File: src/design/sio_pkg.sv
// Shared constants for the separate-I/O DRAM input port.
// Assumes a 50 MHz core clock that oversamples every pin of the link.
package sio_pkg;
    // Core clock period
    localparam int CLK_NS = 20;
    // Bus widths
    localparam int ADDR_W = 23;
    localparam int BANK_W = 3;
    localparam int DATA_W = 18;
    localparam int HALF_W = 9;
    // Write burst length in data beats
    localparam int BURST_BEATS = 2;
    // Half period of the read echo clock, and its cycle count
    localparam int QK_HALF_NS = 40;
    localparam int QK_HALF_CYC = (QK_HALF_NS / CLK_NS < 1) ? 1 :
        QK_HALF_NS / CLK_NS;
    // Command codes formed from {write_cmd_n, recharge_cmd_n}
    localparam logic [1:0] CMD_CFG = 2'h0;
    localparam logic [1:0] CMD_WRITE = 2'h1;
    localparam logic [1:0] CMD_REFRESH = 2'h2;
    localparam logic [1:0] CMD_READ = 2'h3;
    // Reset values
    localparam logic [ADDR_W-1:0] CFG_RESET = 23'h000000;
    // Write capture states
    typedef enum logic [0:0] {
        WS_IDLE = 1'b0,
        WS_BURST = 1'b1
    } sio_wstate_e;
endpackage : sio_pkg

File: src/design/sio_port.sv
// Pin-level command, address and write-data input port, 18-bit mode.
// Assumes all link pins, including both clocks, come from outside the
// core clock domain and are far slower than the 50 MHz core clock.
// Behaviour
// Capture command inputs on command clock rise
// Twenty-three address bits give the location
// Configuration load takes address as settings
// Three-bit bank select steers every command
// Decode commands only while select is low
// Select high never aborts running operations
// Write data sampled on both strobe edges
// One strobe clock times all write bits
// Controller always drives the strobe clock
// Masked beats are never stored
// Unmasking controller holds mask low
// Command formed from write, recharge, select
// Read halves aligned to separate echo clocks
// Valid flag edge-aligned to echo clocks
// Read data follows both echo clock edges
// Controller drives command clock continuously
module sio_port
    import sio_pkg::*;
#(
    parameter int BEATS = BURST_BEATS
) (
    // Core clock and reset
    input wire logic i_clk,
    input wire logic i_rst_b,
    // Command clock pair and command pins
    input wire logic i_ck,
    input wire logic i_ck_n,
    input wire logic i_device_select_n,
    input wire logic i_write_cmd_n,
    input wire logic i_recharge_cmd_n,
    input wire logic [ADDR_W-1:0] i_addr,
    input wire logic [BANK_W-1:0] i_bank,
    // Write strobe clock pair, data and mask
    input wire logic i_write_strobe_clock,
    input wire logic i_write_strobe_clock_n,
    input wire logic [DATA_W-1:0] i_wdata,
    input wire logic i_write_byte_mask,
    // Decoded command towards the array
    output logic o_cmd_valid,
    output logic [1:0] o_cmd_kind,
    output logic [ADDR_W-1:0] o_cmd_addr,
    output logic [BANK_W-1:0] o_cmd_bank,
    // Configuration settings
    output logic o_cfg_load,
    output logic [ADDR_W-1:0] o_cfg,
    // Write beats towards the array
    output logic o_wbeat_valid,
    output logic [DATA_W-1:0] o_wbeat_data,
    output logic [7:0] o_wbeat_idx,
    output logic o_wr_busy,
    // Read word from the array, one per echo clock edge
    input wire logic i_rd_valid,
    input wire logic [DATA_W-1:0] i_rd_data,
    // Read pins
    output logic [DATA_W-1:0] o_q,
    output logic [1:0] o_read_echo_clock,
    output logic [1:0] o_read_echo_clock_n,
    output logic o_read_valid_flag
);
    // Elaboration check: the beat index register is eight bits wide
    if (BEATS < 1 || BEATS > 255) $error("sio_port: BEATS must lie in 1..255");
    // Released reset copy used everywhere below
    logic rst_b_q;
    // Asynchronous assert, two-flop release of a constant high
    sio_sync #(.W(1)) u_sync_rst (
        .i_clk(i_clk),
        .i_rst_b(i_rst_b),
        .i_async(1'b1),
        .o_sync(rst_b_q)
    );
    // Synchronised pin groups
    logic [3:0] clk_s;
    logic [ADDR_W+BANK_W+2:0] cmd_s;
    logic [DATA_W:0] wr_s;
    // Clock pins sampled like any other pin
    sio_sync #(.W(4)) u_sync_clk (
        .i_clk(i_clk),
        .i_rst_b(rst_b_q),
        .i_async({i_ck, i_ck_n, i_write_strobe_clock,
            i_write_strobe_clock_n}),
        .o_sync(clk_s)
    );
    // Command group shares latency with the command clock
    sio_sync #(.W(ADDR_W+BANK_W+3)) u_sync_cmd (
        .i_clk(i_clk),
        .i_rst_b(rst_b_q),
        .i_async({i_device_select_n, i_write_cmd_n, i_recharge_cmd_n,
            i_bank, i_addr}),
        .o_sync(cmd_s)
    );
    // Write group shares latency with the strobe clock
    sio_sync #(.W(DATA_W+1)) u_sync_wr (
        .i_clk(i_clk),
        .i_rst_b(rst_b_q),
        .i_async({i_write_byte_mask, i_wdata}),
        .o_sync(wr_s)
    );
    // Unpacked synchronised fields
    logic ck_s, ck_n_s, dk_s, dk_n_s;
    logic sel_n_s, wr_n_s, rch_n_s, mask_s;
    logic [BANK_W-1:0] bank_s;
    logic [ADDR_W-1:0] addr_s;
    logic [DATA_W-1:0] wdata_s;
    assign {ck_s, ck_n_s, dk_s, dk_n_s} = clk_s;
    assign {sel_n_s, wr_n_s, rch_n_s, bank_s, addr_s} = cmd_s;
    assign {mask_s, wdata_s} = wr_s;
    // Previous clock levels for edge finding
    logic ck_prev_q;
    logic dk_prev_q;
    always_ff @(posedge i_clk or negedge rst_b_q) begin
        if (!rst_b_q) begin
            ck_prev_q <= 1'b0;
            dk_prev_q <= 1'b0;
        end else begin
            ck_prev_q <= ck_s;
            dk_prev_q <= dk_s;
        end
    end
    // Rise of the true phase while the complement sits low
    logic ck_rise;
    logic dk_rise, dk_fall, dk_edge;
    assign ck_rise = ck_s & ~ck_prev_q & ~ck_n_s;
    // Both strobe edges, each checked against its complement
    assign dk_rise = dk_s & ~dk_prev_q & ~dk_n_s;
    assign dk_fall = ~dk_s & dk_prev_q & dk_n_s;
    assign dk_edge = dk_rise | dk_fall;
    // A command is decoded only at a rise with select low
    logic cmd_take;
    logic [1:0] cmd_code;
    assign cmd_take = ck_rise & ~sel_n_s;
    assign cmd_code = {wr_n_s, rch_n_s};
    // Decoded command register, one-cycle valid pulse
    always_ff @(posedge i_clk or negedge rst_b_q) begin
        if (!rst_b_q) begin
            o_cmd_valid <= 1'b0;
            o_cmd_kind <= CMD_READ;
            o_cmd_addr <= '0;
            o_cmd_bank <= '0;
        end else begin
            o_cmd_valid <= cmd_take;
            if (cmd_take) begin
                o_cmd_kind <= cmd_code;
                o_cmd_addr <= addr_s;
                o_cmd_bank <= bank_s;
            end
        end
    end
    // Configuration load takes the address as settings
    always_ff @(posedge i_clk or negedge rst_b_q) begin
        if (!rst_b_q) begin
            o_cfg_load <= 1'b0;
            o_cfg <= CFG_RESET;
        end else begin
            o_cfg_load <= cmd_take && cmd_code == CMD_CFG;
            if (cmd_take && cmd_code == CMD_CFG) begin
                o_cfg <= addr_s;
            end
        end
    end
    // Write capture; the burst ignores select once started
    sio_wstate_e ws_q;
    logic [7:0] beat_q;
    logic wr_start;
    assign wr_start = cmd_take && cmd_code == CMD_WRITE;
    always_ff @(posedge i_clk or negedge rst_b_q) begin
        if (!rst_b_q) begin
            ws_q <= WS_IDLE;
            beat_q <= 8'h00;
        end else begin
            case (ws_q)
                WS_IDLE: begin
                    if (wr_start) begin
                        ws_q <= WS_BURST;
                        beat_q <= 8'h00;
                    end
                end
                WS_BURST: begin
                    // Select is not looked at here on purpose
                    if (wr_start) begin
                        beat_q <= 8'h00;
                    end else if (dk_edge) begin
                        if (beat_q == 8'(BEATS - 1)) begin
                            ws_q <= WS_IDLE;
                        end
                        beat_q <= beat_q + 8'h01;
                    end
                end
                default: begin
                    ws_q <= WS_IDLE;
                end
            endcase
        end
    end
    // Beat output; a masked beat counts but is not passed on
    always_ff @(posedge i_clk or negedge rst_b_q) begin
        if (!rst_b_q) begin
            o_wbeat_valid <= 1'b0;
            o_wbeat_data <= '0;
            o_wbeat_idx <= 8'h00;
            o_wr_busy <= 1'b0;
        end else begin
            o_wbeat_valid <= ws_q == WS_BURST && !wr_start && dk_edge &&
                !mask_s;
            if (ws_q == WS_BURST && dk_edge) begin
                o_wbeat_data <= wdata_s;
                o_wbeat_idx <= beat_q;
            end
            o_wr_busy <= ws_q == WS_BURST;
        end
    end
    // Echo clock divider, free running from reset
    localparam int QK_CW = $clog2(QK_HALF_CYC + 1);
    logic [QK_CW-1:0] qk_cnt_q;
    logic qk_tick;
    assign qk_tick = qk_cnt_q == QK_CW'(QK_HALF_CYC - 1);
    always_ff @(posedge i_clk or negedge rst_b_q) begin
        if (!rst_b_q) begin
            qk_cnt_q <= '0;
            o_read_echo_clock <= 2'h0;
            o_read_echo_clock_n <= 2'h3;
        end else begin
            qk_cnt_q <= qk_tick ? '0 : qk_cnt_q + 1'b1;
            if (qk_tick) begin
                o_read_echo_clock <= ~o_read_echo_clock;
                o_read_echo_clock_n <= ~o_read_echo_clock_n;
            end
        end
    end
    // One read word held until the next echo clock edge
    logic rd_hold_v_q;
    logic [DATA_W-1:0] rd_hold_q;
    always_ff @(posedge i_clk or negedge rst_b_q) begin
        if (!rst_b_q) begin
            rd_hold_v_q <= 1'b0;
            rd_hold_q <= '0;
        end else begin
            if (i_rd_valid) begin
                rd_hold_v_q <= 1'b1;
                rd_hold_q <= i_rd_data;
            end else if (qk_tick) begin
                rd_hold_v_q <= 1'b0;
            end
        end
    end
    // Pins change only together with the echo clocks
    always_ff @(posedge i_clk or negedge rst_b_q) begin
        if (!rst_b_q) begin
            o_q <= '0;
            o_read_valid_flag <= 1'b0;
        end else if (qk_tick) begin
            // Low half on echo pair 0, high half on pair 1
            o_q[HALF_W-1:0] <= rd_hold_q[HALF_W-1:0];
            o_q[DATA_W-1:HALF_W] <= rd_hold_q[DATA_W-1:HALF_W];
            o_read_valid_flag <= rd_hold_v_q;
        end
    end
endmodule : sio_port

File: src/design/sio_sync.sv
// Two-flop synchroniser for a group of pin inputs.
// Assumes each bit is stable long enough for one core clock to see it.
module sio_sync #(
    parameter int W = 1
) (
    // Clock and reset
    input wire logic i_clk,
    input wire logic i_rst_b,
    // Pins in, synchronised copy out
    input wire logic [W-1:0] i_async,
    output logic [W-1:0] o_sync
);
    // First stage, read only by the second stage
    logic [W-1:0] meta_q;

    // Two flops in series; constants under reset
    always_ff @(posedge i_clk or negedge i_rst_b) begin
        if (!i_rst_b) begin
            meta_q <= '0;
            o_sync <= '0;
        end else begin
            meta_q <= i_async;
            o_sync <= meta_q;
        end
    end
endmodule : sio_sync

File: config.mk
export PLATFORM = sky130hd
export DESIGN_NAME = sio_port
export DESIGN_NICKNAME = d
export VERILOG_FILES = /design/src/design/sio_pkg.sv /design/src/design/sio_port.sv /design/src/design/sio_sync.sv
export SDC_FILE = /design/constraint.sdc
export NUM_CORES = 1
export LEC_CHECK = 0
export CAP_MARGIN = 30
export CORE_ASPECT_RATIO = 0.5
export CORE_MARGIN = 1.5
export CORE_UTILIZATION = 52
export DETAILED_ROUTE_END_ITERATION = 12
export DONT_BUFFER_PORTS = 1
export GPL_TIMING_DRIVEN = 0
export PLACE_DENSITY_LB_ADDON = 0.2
export SYNTH_ARGS = -nofsm -noshare
export SYNTH_HDL_FRONTEND = slang
export SYNTH_HIERARCHICAL = 1
export SYNTH_SLANG_ARGS = --single-unit
File: constraint.sdc
create_clock -name i_clk -period 9.5 [get_ports i_clk]
set_clock_uncertainty 0.05 [all_clocks]
set_input_delay 0.95 -clock i_clk [delete_from_list [all_inputs] [get_ports i_clk]]
set_output_delay 0.95 -clock i_clk [all_outputs]
set_load 0.005 [all_outputs]
==> results.py <==
metrics = {
    "global_routing": {
        "grt_max_degree": 72,
        "grtUsageTotal_pct": 17.0,
        "antenna_found_initial": 2,
        "grt_pass1_wl_um": 21400,
        "grt-ovfl-total": 0,
        "grt_pass1_vias": 3948,
    },
    "synthesis": {
        "synthDominantCellAreaShare_pct": 74.9,
        "netlist_area_um2": 7950,
        "ys_types": 35,
        "synth.area.mux_share_pct": 13.8,
        "synth-simple-area-share_pct": 5.81,
        "avgSynthCellArea_um2": 16.0,
        "ys.flop_type": "dfrtp_1",
        "synth_xor_area_share_pct": 0.441,
        "ys_top_cells_by_count": "dfrtp_1 (238), nand2_1 (89), mux2_2 (67)",
        "synth_cells": 496,
        "ys_seq_elements": 242,
        "synth-async-reset-ratio_pct": 100,
        "yosysSeqAreaShare_pct": 76.2,
        "synth_top_family_by_area": "multiplexers",
        "synth_fp_nets": 571,
        "synth_fa_ha_area_share_pct": 0.315,
        "yosysMostFrequentCell": "dfrtp_1",
        "synth_top_cell_by_area": "dfrtp_1",
        "synth_edf_count": 0,
        "ys_top_cells_by_area": "dfrtp_1 (75%), mux2_2 (9.5%), nand2_1 (4.2%)",
        "ys_warn_count": 6,
        "synth-compound-area-share_pct": 1.98,
    },
    "critical_path": {
        "worstSetupPathType": "register to register",
        "start_kind": "register",
        "cp_data_required_time_ps": 9870,
        "worstPathMaxFanout": 10,
        "cp.arrival_ps": 2660,
        "cp-end-kind": "register",
    },
    "cts": {
        "clk_pin_slew_worst_paths_ps": 70,
        "post_cts_buffers": 0,
        "postCtsHoldBufs": 0,
        "cts_buffers": 21,
        "cts_sinks": 242,
        "clockBufferDepth": 3,
        "ctsResizeCount": 0,
        "h-tree-depth": 1,
        "cts_root_buf": "clkbuf_16",
        "cts_tree": "done",
        "worstSkewPairLatency_ps": 480,
    },
    "power_and_ir_drop": {
        "power_density_nw_per_um2": 256,
        "ir_worst_vdd_mv": 0.142,
        "leakagePower_nw": 4.18,
    },
    "die": {
        "ios": 177,
        "core_um2": 14700,
        "fp.dieW_um": 178,
        "initial_core_util_pct": 54.1,
        "floorplan.rows": 31,
        "die_area_um2": 16100,
        "die_h_um": 90.4,
    },
    "finish": {
        "fillers": 1093,
        "final_cell_area_um2": 8980,
        "syn_to_final_growth_pct": 12.9,
        "final_nets": 597,
        "final-seq-area_um2": 6060,
        "drive_gt1_share_pct": 24.6,
        "multi_input_area_um2": 1780,
    },
    "sta": {
        "hold_violations": 0,
        "slew_viol_final": 0,
        "fin_crit_ps": 2290,
        "setup_tns_ps": 0,
        "fmax_mhz": 436,
        "max_slew_margin_pct": 51.0,
        "tightest_slew_ps": 735,
        "rsz0062_at_grt": "false",
        "setup_viol": 0,
        "layout_setup_ws_ps": 7210,
        "finalCritPeriodShare_pct": 24.1,
    },
    "route": {
        "dr.pass1.iters": 4,
        "remaining_drc_errors": 0,
        "drt-initial-drc-count": 234,
        "via_per_inst": 5.13,
        "ant_nets": 0,
        "finalWirelength_um": 13300,
        "vias": 3774,
        "wl_per_cell_um": 18.1,
    },
    "run": {
        "cap_viol_max_count": 0,
    },
    "placement": {
        "dp_slack_ps": 7020,
        "post_dp_cell_area_um2": 8280,
        "port_buffers": 0,
        "dp_hpwl_um": 8830,
        "gp_congestion": 0.816,
    },
    "min_path": {
        "hold_path.class": "primary input to async pin",
    },
    "status": {
        "status": "complete, no violations",
    },
}
worst max-delay path, stage by stage, from the launching register on:
cell	delay, ps
dfrtp_1	350
or4b_1	500
buf_2	180
inv_1	70
clkbuf_1	390
buf_1	460
nand2_1	140
nand2_1	90
final cells by class:
type	instances	share of cell area (%)
diodes	2	0.0557
flip-flops and latches	242	67.5
inverters	4	0.167
plain buffers	20	1.03
clock inverters	6	0.920
repair buffers	3	0.836
multi-input cells	230	19.9
clock buffers	31	6.83
well taps	198	2.76
cell usage in the layout, fill, tap and decap left out, types with 2 or more instances in the layout:
master	instances
clkbuf_8	5
mux2_4	19
dfstp_2	4
buf_16	2
buf_6	2
diode_2	2
inv_1	4
nand3_1	2
xnor2_1	4
clkbuf_16	21
clkinv_2	3
nand2_1	89
nand2b_1	2
mux2i_1	6
a21oi_1	4
o21bai_1	6
buf_2	2
clkbuf_1	19
a211oi_1	3
or3_1	2
a21o_1	3
o21ai_0	6
buf_1	2
bufinv_16	2
ha_1	2
dfrtp_1	237
mux2_2	67
nand4_1	2
cell families after synthesis:
group,count (synthesis)
other,1
DFF,242
muxes,92
buffers and inverters,24
AOI/OAI and AO/OA,24
xor gates and xnor gates,4
adders and majority gates,2
and+or+nand+nor,107
sequential cells by signal (all words and copies together), names as in the netlist, 3 cells and up:
register           cells
o_cmd_addr            23
o_cmd_bank             3
u_sync_clk/o_sync      4
o_wbeat_idx            8
rd_hold_q             18
u_sync_wr/o_sync      19
u_sync_wr/meta_q      19
o_cfg                 23
beat_q                 8
o_wbeat_data          18
u_sync_cmd/o_sync     29
u_sync_clk/meta_q      4
u_sync_cmd/meta_q     29
o_q                   18
metrics by stage:
step | utilization [%] | power, mW | hold slack, ps | instances
3_5_place_dp | 56.3 | 1.47 | 285 | 697
4_1_cts | 61.0 | 2.33 | 88.0 | 734
3_3_place_gp | 55.8 | 1.46 | 282 | 694
6_report | 61.1 | 2.30 | 112 | 736
5_1_grt | 61.0 | 2.41 | 78.0 | 734
2_1_floorplan | - | 1.41 | 281 | 496
worst paths after layout:
| check | startpoint | endpoint | slack (ps) | cells past startpoint |
|---|---|---|---|---|
| hold / removal | i_rst_b | u_sync_rst/meta_q | 110 | 0 |
| hold reg to reg | u_sync_cmd/meta_q[3] | u_sync_cmd/o_sync[3] | 290 | 0 |
| max in group asynchronous | u_sync_rst/o_sync | u_sync_cmd/meta_q[27] | 7930 | 2 |
| setup / recovery | ck_prev_q | o_cmd_addr[8] | 7210 | 7 |
| min in group i_clk | u_sync_cmd/meta_q[3] | u_sync_cmd/o_sync[3] | 290 | 0 |
| setup reg to reg | ck_prev_q | o_cmd_addr[8] | 7210 | 7 |
power by group:
group / total (mW) / switching (mW) / internal [mW]
sequential: 1.28 / 0.112 / 1.17
clock: 0.851 / 0.350 / 0.502
combinational: 0.168 / 0.0681 / 0.100
per-layer routing:
metal / routed length [um] / GRT usage, % / up-vias / share of wire (%)
met2: 6130 / 26.4 / 105 / 46
met1: 5810 / 22.9 / 1945 / 44
met4: 182 / 3.50 / 0 / 1.4
met5: 0 / 0 / - / 0
li1: - / - / 1707 / -
met3: 1190 / 6.57 / 17 / 8.9
Note: power is estimated with default switching activity, not from simulation.
